**config.mk**
```make
export PLATFORM = sky130hd
export DESIGN_NAME = lpddr2_refresh_self_refresh
export DESIGN_NICKNAME = d
export VERILOG_FILES = /design/src/refresh_pkg.sv /design/src/lpddr2_refresh_self_refresh.sv
export VERILOG_INCLUDE_DIRS = /design/src
export SDC_FILE = /design/constraint.sdc
export NUM_CORES = 1
export LEC_CHECK = 0
export BUFFER_PORTS_ARGS = -buffer_cell sky130_fd_sc_hd__buf_4
export CORE_ASPECT_RATIO = 0.9
export CORE_UTILIZATION = 55
export CTS_CLUSTER_SIZE = 40
export DETAILED_ROUTE_END_ITERATION = 16
export PLACE_DENSITY = 0.81
export REMOVE_ABC_BUFFERS = 1
export SYNTH_ARGS = -nofsm -noshare
export SYNTH_HDL_FRONTEND = slang
export SYNTH_SLANG_ARGS = --single-unit
export TNS_END_PERCENT = 30
```
**constraint.sdc**
```tcl
create_clock -name clock -period 4.98 [get_ports clock]
set_clock_uncertainty 0.2 [all_clocks]
set_input_delay 0.498 -clock clock [delete_from_list [all_inputs] [get_ports clock]]
set_output_delay 0.498 -clock clock [all_outputs]
set_load 0.02 [all_outputs]
```
**src/refresh_defines.svh**
```systemverilog
// Purpose: constants for the refresh and self-refresh engine
// Assumes: 125 MHz clock, 8 ns period
// Notes: refresh times kept in ns, their cycle counts derived from them; residence and exit defaults given directly in cycles
`ifndef REFRESH_DEFINES_SVH
`define REFRESH_DEFINES_SVH
// ==================================================
// timing
`define CLK_PERIOD_PS 8000
`define TRFC_AB_NS 130
`define TRFC_PB_NS 60
// least times round up to whole cycles
`define TRFC_AB_CYC ((`TRFC_AB_NS * 1000 + `CLK_PERIOD_PS - 1) / `CLK_PERIOD_PS)
`define TRFC_PB_CYC ((`TRFC_PB_NS * 1000 + `CLK_PERIOD_PS - 1) / `CLK_PERIOD_PS)
// internal refresh period in self-refresh (3.9 us average interval)
`define TREFI_NS 3900
`define TREFI_CYC ((`TREFI_NS * 1000) / `CLK_PERIOD_PS)
`define NUM_BANKS 8
`define CKESR_CYC_DEFAULT 16
`define XSR_CYC_DEFAULT 18
`endif

```
**src/refresh_pkg.sv**
```systemverilog
// Purpose: types for the refresh and self-refresh engine
// Assumes: nothing beyond the defines header
// Notes: gray-coded state along entry, reside, exit path
package refresh_pkg;
  // ==================================================
  // states
  typedef enum logic [1:0]
  {
    st_active = 2'b00,
    st_self_refresh = 2'b01,
    st_exit_recovery = 2'b11
  } mode_t;
endpackage : refresh_pkg

```
**src/lpddr2_refresh_self_refresh.sv**
```systemverilog
// Purpose: device-side refresh decode, bank pointer and self-refresh sequencing
// Assumes: command pins synchronous to clock; controller keeps its own spacing
// Notes: internal timer runs on the same clock; stopped-clock periods not modelled
//
// Contract
// - eight per-bank refreshes count as one all-bank refresh.
// - self-refresh entry: enable low, select low, bits 0,1 low, bit2 high.
// - in self-refresh ignore all inputs except clock enable; the code also reads hot there to set the internal period.
// - internal all-bank refresh within residence time; stay at least that long.
// - internal timer keeps data; activity scales with temperature.
// - refresh command decode; bit3 low per-bank, high all-bank.
// - bank pointer round-robin 0..7, zeroed on reset, exit, all-bank refresh.
// - exit recovery counted from first edge after enable goes high.
`timescale 1ns/10ps
`include "refresh_defines.svh"
module lpddr2_refresh_self_refresh
#(
  parameter int unsigned CKESR_CYC = `CKESR_CYC_DEFAULT,
  parameter int unsigned XSR_CYC = `XSR_CYC_DEFAULT
)
(
  input wire logic clock,
  input wire logic srst,
  input wire logic cke,
  input wire logic cs_n,
  input wire logic cmd_bit0,
  input wire logic cmd_bit1,
  input wire logic cmd_bit2,
  input wire logic cmd_bit3,
  input wire logic hot, // high temperature: internal refresh rate doubled
  output logic all_bank_refresh_cmd,
  output logic per_bank_refresh_cmd,
  output logic [2:0] refresh_bank,
  output logic in_self_refresh,
  output logic internal_clock_gate,
  output logic internal_refresh,
  output logic exit_recovery,
  output logic refresh_busy
);
  // ==================================================
  // state
  refresh_pkg::mode_t mode, next_mode;
  logic cke_prev, next_cke_prev;
  logic [2:0] bank_ptr, next_bank_ptr;
  logic [15:0] timer, next_timer;
  logic [15:0] resid, next_resid;
  logic [7:0] busy_cnt, next_busy_cnt;
  logic ref_seen, next_ref_seen;
  logic all_q, next_all_q;
  logic pb_q, next_pb_q;
  logic int_ref_q, next_int_ref_q;

  // decode shared by refresh and self-refresh entry
  function automatic logic ref_code(input logic sel_n, input logic b0, input logic b1,
                                    input logic b2);
    ref_code = !sel_n && !b0 && !b1 && b2;
  endfunction : ref_code

  logic code_hit, take_ab, take_pb, take_sre;
  logic [15:0] int_period;

  // ==================================================
  // command decode
  always_comb
  begin
    code_hit = ref_code(cs_n, cmd_bit0, cmd_bit1, cmd_bit2);
    take_ab = (mode == refresh_pkg::st_active) && cke && cke_prev && code_hit && cmd_bit3;
    take_pb = (mode == refresh_pkg::st_active) && cke && cke_prev && code_hit && !cmd_bit3;
    take_sre = (mode == refresh_pkg::st_active) && !cke && cke_prev && code_hit;
    // hotter die refreshes more often
    int_period = hot ? 16'((`TREFI_CYC) / 2) : 16'(`TREFI_CYC);
  end

  // ==================================================
  // next-state logic
  always_comb
  begin
    next_mode = mode;
    next_cke_prev = cke;
    next_bank_ptr = bank_ptr;
    next_timer = timer;
    next_resid = resid;
    next_busy_cnt = (busy_cnt != 8'h00) ? busy_cnt - 8'h01 : 8'h00;
    next_ref_seen = ref_seen;
    next_all_q = 1'b0;
    next_pb_q = 1'b0;
    next_int_ref_q = 1'b0;
    unique case (mode)
      refresh_pkg::st_active:
      begin
        if (take_ab)
        begin
          next_all_q = 1'b1;
          next_bank_ptr = 3'h0;
          next_busy_cnt = 8'(`TRFC_AB_CYC);
          next_ref_seen = 1'b1;
        end
        else if (take_pb)
        begin
          next_pb_q = 1'b1;
          next_bank_ptr = bank_ptr + 3'h1;
          next_busy_cnt = 8'(`TRFC_PB_CYC);
          // a full round of eight stands for one all-bank refresh
          if (bank_ptr == 3'h7)
          begin
            next_ref_seen = 1'b1;
          end
        end
        else if (take_sre)
        begin
          // first internal refresh fires at once, well inside residence
          next_mode = refresh_pkg::st_self_refresh;
          next_int_ref_q = 1'b1;
          next_busy_cnt = 8'(`TRFC_AB_CYC);
          next_timer = 16'h0000;
          next_resid = 16'h0000;
          next_ref_seen = 1'b0;
        end
      end
      refresh_pkg::st_self_refresh:
      begin
        // only cke and hot are looked at here; command pins are don't care
        if (resid != 16'hffff)
        begin
          next_resid = resid + 16'h0001;
        end
        if (timer + 16'h0001 >= int_period)
        begin
          next_timer = 16'h0000;
          next_int_ref_q = 1'b1;
          next_busy_cnt = 8'(`TRFC_AB_CYC);
        end
        else
        begin
          next_timer = timer + 16'h0001;
        end
        // exit refused until residence time has passed
        if (cke && (resid >= 16'(CKESR_CYC)))
        begin
          next_mode = refresh_pkg::st_exit_recovery;
          next_timer = 16'h0000;
          next_bank_ptr = 3'h0;
        end
      end
      refresh_pkg::st_exit_recovery:
      begin
        // counts from the first edge with cke high
        next_timer = timer + 16'h0001;
        if (!cke)
        begin
          // re-entry is a fresh stay: residence and first internal refresh restart
          next_mode = refresh_pkg::st_self_refresh; // re-entry
          next_timer = 16'h0000;
          next_resid = 16'h0000;
          next_int_ref_q = 1'b1;
          next_busy_cnt = 8'(`TRFC_AB_CYC);
        end
        else if (timer + 16'h0001 >= 16'(XSR_CYC))
        begin
          next_mode = refresh_pkg::st_active;
          next_timer = 16'h0000;
        end
      end
      default:
      begin
        next_mode = refresh_pkg::st_active;
      end
    endcase
  end

  // ==================================================
  // registers
  always_ff @(posedge clock)
  begin
    if (srst)
    begin
      mode <= refresh_pkg::st_active;
      cke_prev <= 1'b0;
      bank_ptr <= 3'h0;
      timer <= 16'h0000;
      resid <= 16'h0000;
      busy_cnt <= 8'h00;
      ref_seen <= 1'b1; // no stay yet, so nothing owed before a first entry
      all_q <= 1'b0;
      pb_q <= 1'b0;
      int_ref_q <= 1'b0;
    end
    else
    begin
      mode <= next_mode;
      cke_prev <= next_cke_prev;
      bank_ptr <= next_bank_ptr;
      timer <= next_timer;
      resid <= next_resid;
      busy_cnt <= next_busy_cnt;
      ref_seen <= next_ref_seen;
      all_q <= next_all_q;
      pb_q <= next_pb_q;
      int_ref_q <= next_int_ref_q;
    end
  end

  // pulses and bank straight from flip-flops; mode flags and busy decoded from registered state
  assign all_bank_refresh_cmd = all_q;
  assign per_bank_refresh_cmd = pb_q;
  assign refresh_bank = bank_ptr;
  assign in_self_refresh = (mode == refresh_pkg::st_self_refresh);
  assign internal_clock_gate = (mode == refresh_pkg::st_self_refresh);
  assign internal_refresh = int_ref_q;
  assign exit_recovery = (mode == refresh_pkg::st_exit_recovery);
  assign refresh_busy = (busy_cnt != 8'h00);

  // ==================================================
  // checks
  chk_entry_decode: assert property (@(posedge clock) disable iff (srst)
    take_sre |=> in_self_refresh && internal_refresh)
    else $error("self-refresh entry not taken");
  chk_ab_ptr_zero: assert property (@(posedge clock) disable iff (srst)
    take_ab |=> all_bank_refresh_cmd && refresh_bank == 3'h0)
    else $error("bank pointer not cleared by all-bank refresh");
  chk_pb_advance: assert property (@(posedge clock) disable iff (srst)
    take_pb |=> per_bank_refresh_cmd && refresh_bank == $past(bank_ptr) + 3'h1)
    else $error("bank pointer did not advance");
  // watches the pulses themselves, so a decode leak in self-refresh shows
  chk_sr_ignores_cmd: assert property (@(posedge clock) disable iff (srst)
    in_self_refresh |=> !all_bank_refresh_cmd && !per_bank_refresh_cmd)
    else $error("command decoded in self-refresh");
  chk_min_residence: assert property (@(posedge clock) disable iff (srst)
    in_self_refresh && !$past(in_self_refresh) |=> in_self_refresh [*8])
    else $error("left self-refresh too early");
  chk_exit_ptr_zero: assert property (@(posedge clock) disable iff (srst)
    $rose(exit_recovery) |-> refresh_bank == 3'h0)
    else $error("bank pointer not cleared on exit");
  chk_recovery_len: assert property (@(posedge clock) disable iff (srst)
    $rose(exit_recovery) && cke |-> ##[1:20] !exit_recovery)
    else $error("exit recovery did not end");
  chk_busy_ab: assert property (@(posedge clock) disable iff (srst)
    take_ab |=> refresh_busy [*8])
    else $error("all-bank busy too short");
  // a missed internal refresh at exit is only safe if one was sent since
  chk_ref_before_sre: assert property (@(posedge clock) disable iff (srst)
    take_sre |-> ref_seen)
    else $error("self-refresh entered with no refresh since last exit");
  cov_ab: cover property (@(posedge clock) take_ab);
  cov_pb_round: cover property (@(posedge clock) take_pb && bank_ptr == 3'h7);
  cov_sr_exit: cover property (@(posedge clock) $fell(exit_recovery) && cke);
  cov_reentry: cover property (@(posedge clock) $fell(exit_recovery) && in_self_refresh);
endmodule : lpddr2_refresh_self_refresh

```
# == Word-level counts from Yosys, hierarchy flattened ==
# Cells that the tools add are included.
# totals
latch_bits,0
elab_cells,93
reg_bits,49
ramBits,0
mem_bits_ro,0
n_memories,0
# classes
shift,0
muxes,38
n_lt_le_gt_ge,3
reduce_logical,27
n_bitwise,1
n_eq_ne,11
div_mod_pow,0
multipliers,0
add_sub_neg,4
# ops
operator,count
2-to-1 mux 16 bit,9
case mux 16 bit (3 select lines),2
2-to-1 mux 8 bit,6
"adder 16 x 1 -> 16 bit, second input constant",2
"greater-or-equal comparator 16 x 5 -> 1 bit, second input constant",2
case mux 8 bit (3 select lines),1
greater-or-equal comparator 16 x 9 -> 1 bit,1
"!= test 16 bit, second input constant",1
logical AND 1 bit,12
2-to-1 mux 2 bit,6
2-to-1 mux 3 bit,3
2-to-1 mux 9 bit,1
"!= test 2 bit, second input constant",4
nonzero test 8 bit,1
"subtractor 8 x 1 -> 8 bit, second input constant",1
2-to-1 mux 1 bit,7
case mux 2 bit (3 select lines),1
case mux 3 bit (2 select lines),1
AND reduction 6 bit,1
zero test 1 bit,5
AND reduction 5 bit,1
"!= test 2 x 1 -> 1 bit, second input constant",2
AND reduction 4 bit,1
"adder 3 x 1 -> 3 bit, second input constant",1
12 further kinds,12

# == Longest topological paths before layout ==
# Gate-level depths: netlist of the first run.
# logic_depth
depth_word,9
depth_mapped,13

# == Worst setup path before layout of the first run ==
# No wires, ideal clock.
# synth_path
path_type,register to register
startpoint,reg timer[0]
endpoint,reg timer[5]
path_stages_with_launch,13
slack_ns,2.012
required_time_ns,4.722
arrival_ns,2.710
period_less_slack_ns,2.968
path_cell_list,dfxtp_1 -> ha_1 -> clkbuf_2 -> nand4_1 -> or3_1 -> nand2_1 -> ha_1 -> nand3b_1 -> a211oi_1 -> a2111oi_1 -> o2111ai_1 -> o21bai_1 -> nand2_1
# synth_between
elab_chain_len,5
# synth_rtl
element,line_no,source
start: declaration,lpddr2_refresh_self_refresh.sv:45,"logic [15:0] timer, next_timer;"
start signal: assignment,lpddr2_refresh_self_refresh.sv:193,timer <= next_timer;
adder 16 x 1 -> 16 bit (*),--,
greater-or-equal comparator 16 x 5 -> 1 bit or greater-or-equal comparator 16 x 9 -> 1 bit (tied branches),"lpddr2_refresh_self_refresh.sv:158, lpddr2_refresh_self_refresh.sv:127",
2-to-1 mux 16 bit (on tied branches),"lpddr2_refresh_self_refresh.sv:158, lpddr2_refresh_self_refresh.sv:127",
2-to-1 mux 16 bit (on tied branches),"lpddr2_refresh_self_refresh.sv:149, lpddr2_refresh_self_refresh.sv:138",
case mux 16 bit (3 select lines) (*),lpddr2_refresh_self_refresh.sv:88,unique case (mode)
# Every way passes the cells marked *; elsewhere a longest branch is shown, timed or not.
# A chain may end at the register's enable or synchronous reset.

# == Final worst setup path of the first run ==
# layout_path
startpoint,reg timer[0]
endpoint,reg timer[2]
# The elaborated chain is that of the path after synthesis.

==> results_dict.tcl, run 1 <==
set metrics [dict create \
    htreeDepth 2 \
    grt_max_degree 17 \
    synth_area_per_cell_sq_um 8.106 \
    min_period_over_period_pct 66.82 \
    hold_viol_final 0 \
    worstReg2RegEnd "timer[2]$_SDFFE_PP0P_" \
    worst_pin_slew_ns 0.6163 \
    seq_area_frac_synth_pct 36.67 \
    worstHoldStart "cmd_bit3" \
    power_mw 0.8560 \
    vias 2251 \
    startpoint "timer[0]$_SDFFE_PP0P_" \
    tns_ns 0 \
    rows 23 \
    synth_flop_cell "dfxtp_1" \
    synth.top_cell.area_share_pct 36.67 \
    worstPathRequired_ns 4.97 \
    grt.total_usage_pct 21.74 \
    cp-start-kind "flop" \
    yosys.area.top_type "dfxtp_1" \
    path_clk_slew_ns 0.09 \
    path_max_fanout 10 \
    routed_wirelength_um 5123 \
    dr.pass1.iters 4 \
    antenna_cells 0 \
    cts_setup_buffers 0 \
    antenna_found_initial 0 \
    postCtsHoldBufs 0 \
    cp_common_cell "ha_1" \
    ys_warn_count 0 \
    insertion_delay_ns 0.30 \
    status "complete, no violations" \
    cts-root-buf "clkbuf_8" \
    drc 0 \
    rsz0062_at_grt "false" \
    slowest_delay_ns 0.53 \
    nets 361 \
    timing.reg2reg.setup_slack_ns 1.65 \
    async_flop_share_pct 0 \
    finalCriticalPeriod_ns 3.328 \
    gp_congestion 0.8515 \
    synthCells 330 \
    criticalPathCategory "flop to flop" \
    slew_headroom_pct 58.92 \
    ios 19 \
    synth_edf_count 0 \
    vias_per_cell 5.572 \
    die_x_um 75.52 \
    die_area_sq_um 5147 \
    tritoncts "done" \
    syn_to_final_growth_pct 8.746 \
    cts_buffers 5 \
    layout_common_cells "49 x dfxtp_1, 38 x nor2_1, 27 x nand2_1" \
    hpwlAfterDp_um 3841 \
    clk_path_buf_depth 2 \
    die_h_um 68.16 \
    finalSetupViolations 0 \
    ys_ff_latch 49 \
    wl_per_cell_um 12.68 \
    drv_cap 0 \
    drv_slew 0 \
    post_cts_resized 0 \
    cp.arrival_ns 3.32 \
    drt_iter0_drc 120 \
    ir_worst_vdd_mv 0.2468 \
    drive_above_1_share_pct 9.064 \
    worst-path-buf-inv 0 \
    cpLargestDelayFamily "compound AO/OA/AOI/OAI gates" \
    cts.sinks 49 \
    synth_area_leaders "dfxtp_1 37%, xnor2_1 6.5%, nor2_1 5.3%, ha_1 5.1%, nand3_1 4.1%" \
    final_common_cell "dfxtp_1" \
    crit_cells 11 \
    whs_path_depth 2 \
    min_path_type "input port to flop" \
    grt_pass1_vias 1930 \
    hold_end "per_bank_refresh_cmd$_SDFF_PP0_" \
    reg2reg_depth 11 \
    fillerInstances 407 \
    powerDensity_nw_per_um2 294.2 \
    antenna_left 0 \
    grt_pass1_wl_um 8590 \
    netlist_area_sq_um 2675 \
    ys_types 52 \
    fmax_ghz 0.3005 \
    timing.rr.start "timer[0]$_SDFFE_PP0P_" \
    gr-total-overflow 0 \
    power.leakage_nw 1.134 \
    end_kind "flop" \
    io_buffers 18 \
    path_cells "ha_1, nand4_1, o21ai_0, nand2_1, ha_1, nand3b_1, a211oi_1, a2111oi_1, o2111ai_1, a21oi_1, a21o_1" \
    crit_slowest_cell "dfxtp_1" \
    start_util_pct 58.83 \
    core_sq_um 4547 \
]
state kept, by name (all words and copies together) (netlist names):
register / flops
cke_prev: 1
internal_refresh: 1
refresh_bank: 3
resid: 16
all_bank_refresh_cmd: 1
per_bank_refresh_cmd: 1
timer: 16
mode: 2
busy_cnt: 8
layer usage:
metal  vias up  share of wire [%]  GRT usage (%)
met4         0               0.90          5.556
li1       1181                  -              -
met3         8                3.1          5.007
met2        34                 46          33.93
met5         -                  0              0
met1      1028                 50          30.21
final cells by class:
class                      instances  area [sq um]  share of cell area (%)
clock buffer                       6         82.58                   2.839
clock inverter                     2         13.76                  0.4731
multi-input combinational        248          1548                   53.20
timing repair buffer              18         135.1                   4.645
sequential                        49         980.9                   33.72
inverter                          19         71.32                   2.452
tap                               62         77.57                   2.667
Yosys cell counts (all sizes together), types with 4 or more instances:
library cell / number
clkbuf: 6
ha: 11
nor3: 18
nor2: 38
inv: 18
a31oi: 4
a211oi: 4
nand2: 27
a21oi: 14
nand3: 22
xnor2: 20
xor2: 9
buf: 8
and2: 4
dfxtp: 49
nor4: 7
o21ai: 10
or3: 9
nand4: 8
and3: 8
how the worst max path moves through the flow:
stage                             to  slack, ns
2_1_floorplan  timer[5]$_SDFFE_PP0P_       2.02
3_3_place_gp   timer[5]$_SDFFE_PP0P_       1.78
3_5_place_dp   timer[2]$_SDFFE_PP0P_       1.67
4_1_cts        timer[2]$_SDFFE_PP0P_       1.67
5_1_grt        timer[2]$_SDFFE_PP0P_       1.32
6_report       timer[2]$_SDFFE_PP0P_       1.65
metrics by stage:
step                util (%)  cell area (sq um)  hold slack, ns  setup slack (ns)  instances
floorplan                  -               2600          0.2707             2.017        316
global placement       61.86               2813          0.2733             1.779        396
detailed placement     61.86               2813          0.2881             1.672        396
CTS                    63.98               2909          0.2207             1.665        404
global route           63.98               2909          0.2242             1.320        404
finish                 63.98               2909          0.2261             1.652        404
cells by family (layout without fill, tap and decap cells):
logic type,count (synthesis),after routing,synth area share (%)
and+or+nand+nor,156,156,30.03
AOI/OAI and AO/OA,51,51,12.82
DFF,49,49,36.67
buffers and inverters,33,45,5.472
xor gates and xnor gates,29,29,9.495
adders and majority gates,11,11,5.145
muxes,1,1,0.3742
power by group:
part,switching [mW],total [mW],internal (mW)
sequential,0.0215,0.442,0.420
clock,0.128,0.241,0.113
combinational,0.0928,0.173,0.0804
total,0.243,0.856,0.613
(Power assumes the default switching activity.)
==> run 2, diff against run 1 <==
Clock period 4.98 ns to 3.4 ns, I/O delays scaled along.
==> run 2 against run 1 <==
Power up 46%; worst setup slack worse by 1.4 ns; clock-buffer cell count unchanged; largest cell class unchanged.
==> results_dict.tcl, run 2 (synthesis gave the netlist of run 1 again) <==
set metrics [dict create \
    ios 19 \
    path_max_fanout 9 \
    hpwlAfterDp_um 3941 \
    routed_wirelength_um 5401 \
    core_sq_um 4547 \
    tritoncts "done" \
    power_frac_comb_pct 20.7 \
    end_kind "flop" \
    antenna_found_initial 0 \
    die_area_sq_um 5147 \
    slew_headroom_pct 54.88 \
    drv_cap 0 \
    wl_per_cell_um 13.30 \
    tns_ns 0 \
    drt_iter0_drc 105 \
    multi_input_area_sq_um 1554 \
    ir_worst_vdd_mv 0.3222 \
    rsz0062_at_grt "false" \
    nets 363 \
    insertion_delay_ns 0.31 \
    path_clk_slew_ns 0.09 \
    final-seq-area_sq_um 980.9 \
    start_util_pct 58.83 \
    rows 23 \
    power.leakage_nw 1.131 \
    fmax_ghz 0.3141 \
    cp-start-kind "flop" \
    hold_end "per_bank_refresh_cmd$_SDFF_PP0_" \
    timing.reg2reg.setup_slack_ns 0.22 \
    cpLargestDelayFamily "compound AO/OA/AOI/OAI gates" \
    min_path_type "input port to flop" \
    power_switching_share_pct 29.63 \
    crit_slowest_cell "a2111oi_1" \
    layout_common_cells "49 x dfxtp_1, 38 x nor2_1, 27 x nand2_1" \
    grt_pass1_vias 2104 \
    vias_per_cell 5.690 \
    fin_hold_ws_ns 0.05676 \
    worstReg2RegEnd "timer[5]$_SDFFE_PP0P_" \
    p_int_mw 0.8793 \
    final_common_cell "dfxtp_1" \
    postCtsHoldBufs 0 \
    power_mw 1.250 \
    worst-path-buf-inv 0 \
    whs_path_depth 2 \
    slowest_delay_ns 0.59 \
    finalCriticalPeriod_ns 3.183 \
    worstHoldStart "cmd_bit3" \
    antenna_cells 0 \
    clk_path_buf_depth 2 \
    cts.sinks 49 \
    fin_util_pct 64.25 \
    post_cts_resized 0 \
    cts-root-buf "clkbuf_8" \
    grt_pass1_wl_um 8914 \
    criticalPathCategory "flop to flop" \
    grt_max_degree 17 \
    seqPwrFrac_pct 51.9 \
    htreeDepth 2 \
    powerDensity_nw_per_um2 427.7 \
    cp.arrival_ns 3.23 \
    cts_buffers 5 \
    drc 0 \
    die_h_um 68.16 \
    fillerInstances 418 \
    io_buffers 18 \
    gp_congestion 0.8780 \
    die_x_um 75.52 \
    status "complete, no violations" \
    finalSetupViolations 0 \
    gr-total-overflow 0 \
    worstPathRequired_ns 3.45 \
    hold_viol_final 0 \
    worst_pin_slew_ns 0.6768 \
    min_period_over_period_pct 93.63 \
    syn_to_final_growth_pct 9.214 \
    largest_registers "resid: 16 flops, timer: 16 flops, busy_cnt: 8 flops" \
    dr.pass1.iters 4 \
    grt.total_usage_pct 22.82 \
    reg2reg_depth 11 \
    vias 2310 \
    drive_above_1_share_pct 9.593 \
    drv_slew 0 \
    path_cells "ha_1, nand4_1, or3_1, nand2_1, ha_1, nand3b_1, a211oi_1, a2111oi_1, o2111ai_2, o21bai_1, nand2_1" \
    clkPwrFrac_pct 27.4 \
    cts_setup_buffers 0 \
    p_switching_mw 0.3703 \
    antenna_left 0 \
    timing.rr.start "timer[0]$_SDFFE_PP0P_" \
]
[run 2: changes by cell type in the layout (fill, tap and decap cells not counted)]
cell and delta:
o2111ai_1 -1, o2111ai_2 +1, clkinv_2 -1, clkbuf_8 -1, buf_4 +2, clkbuf_1 +1, clkinvlp_4 +2, clkinv_4 -1
[run 2: final cells by class]
| type | count | share of cell area (%) |
|---|---|---|
| Multi-Input combinational cell | 248 | 53.19 |
| Sequential cell | 49 | 33.58 |
| Timing Repair Buffer | 20 | 5.139 |
| Tap cell | 62 | 2.655 |
| Clock buffer | 6 | 2.484 |
| Inverter | 19 | 2.441 |
| Clock inverter | 2 | 0.5139 |
[run 2: power groups by stage]
stage               clock network [mW]  logic, mW  registers [mW]
floorplan                            0      0.198           0.654
global placement                     0      0.248           0.659
detailed placement                   0      0.260           0.661
CTS                              0.350      0.262           0.648
global route                     0.368      0.291           0.654
finish                           0.343      0.259           0.648
[run 2: worst max path at each step]
stage	slack, ns	startpoint	cells after the start	end
2_1_floorplan	0.44	timer[0]$_SDFFE_PP0P_	11	timer[5]$_SDFFE_PP0P_
3_3_place_gp	0.41	timer[0]$_SDFFE_PP0P_	11	timer[5]$_SDFFE_PP0P_
3_5_place_dp	0.32	timer[0]$_SDFFE_PP0P_	11	timer[7]$_SDFFE_PP0P_
4_1_cts	0.29	timer[0]$_SDFFE_PP0P_	11	timer[7]$_SDFFE_PP0P_
5_1_grt	0.03	timer[1]$_SDFFE_PP0P_	11	timer[5]$_SDFFE_PP0P_
6_report	0.22	timer[0]$_SDFFE_PP0P_	11	timer[5]$_SDFFE_PP0P_
[run 2: per-stage QoR]
step | area, sq um | cells | worst slack [ns]
after floorplan | 2600 | 316 | 0.4367
after global placement | 2828 | 398 | 0.4068
after detailed placement | 2828 | 398 | 0.3158
after CTS | 2915 | 406 | 0.2861
after global routing | 2922 | 406 | 0.02811
final | 2922 | 406 | 0.2165
[run 2: worst reg2reg max path: cells and delay by family (launching register included)]
| family | cells | cell delay [ns] |
|---|---|---|
| fa+ha+maj | 2 | 0.53 |
| compound gates | 4 | 1.17 |
| simple gates | 5 | 0.89 |
| flops | 1 | 0.34 |
[run 2: routing by layer]
layer	part of all wire [%]	vias up	global-route usage, %
li1	-	1185	-
met1	47	1079	27.58
met2	48	39	40.07
met3	3.9	7	6.038
met4	1.2	0	6.019
met5	0	-	0
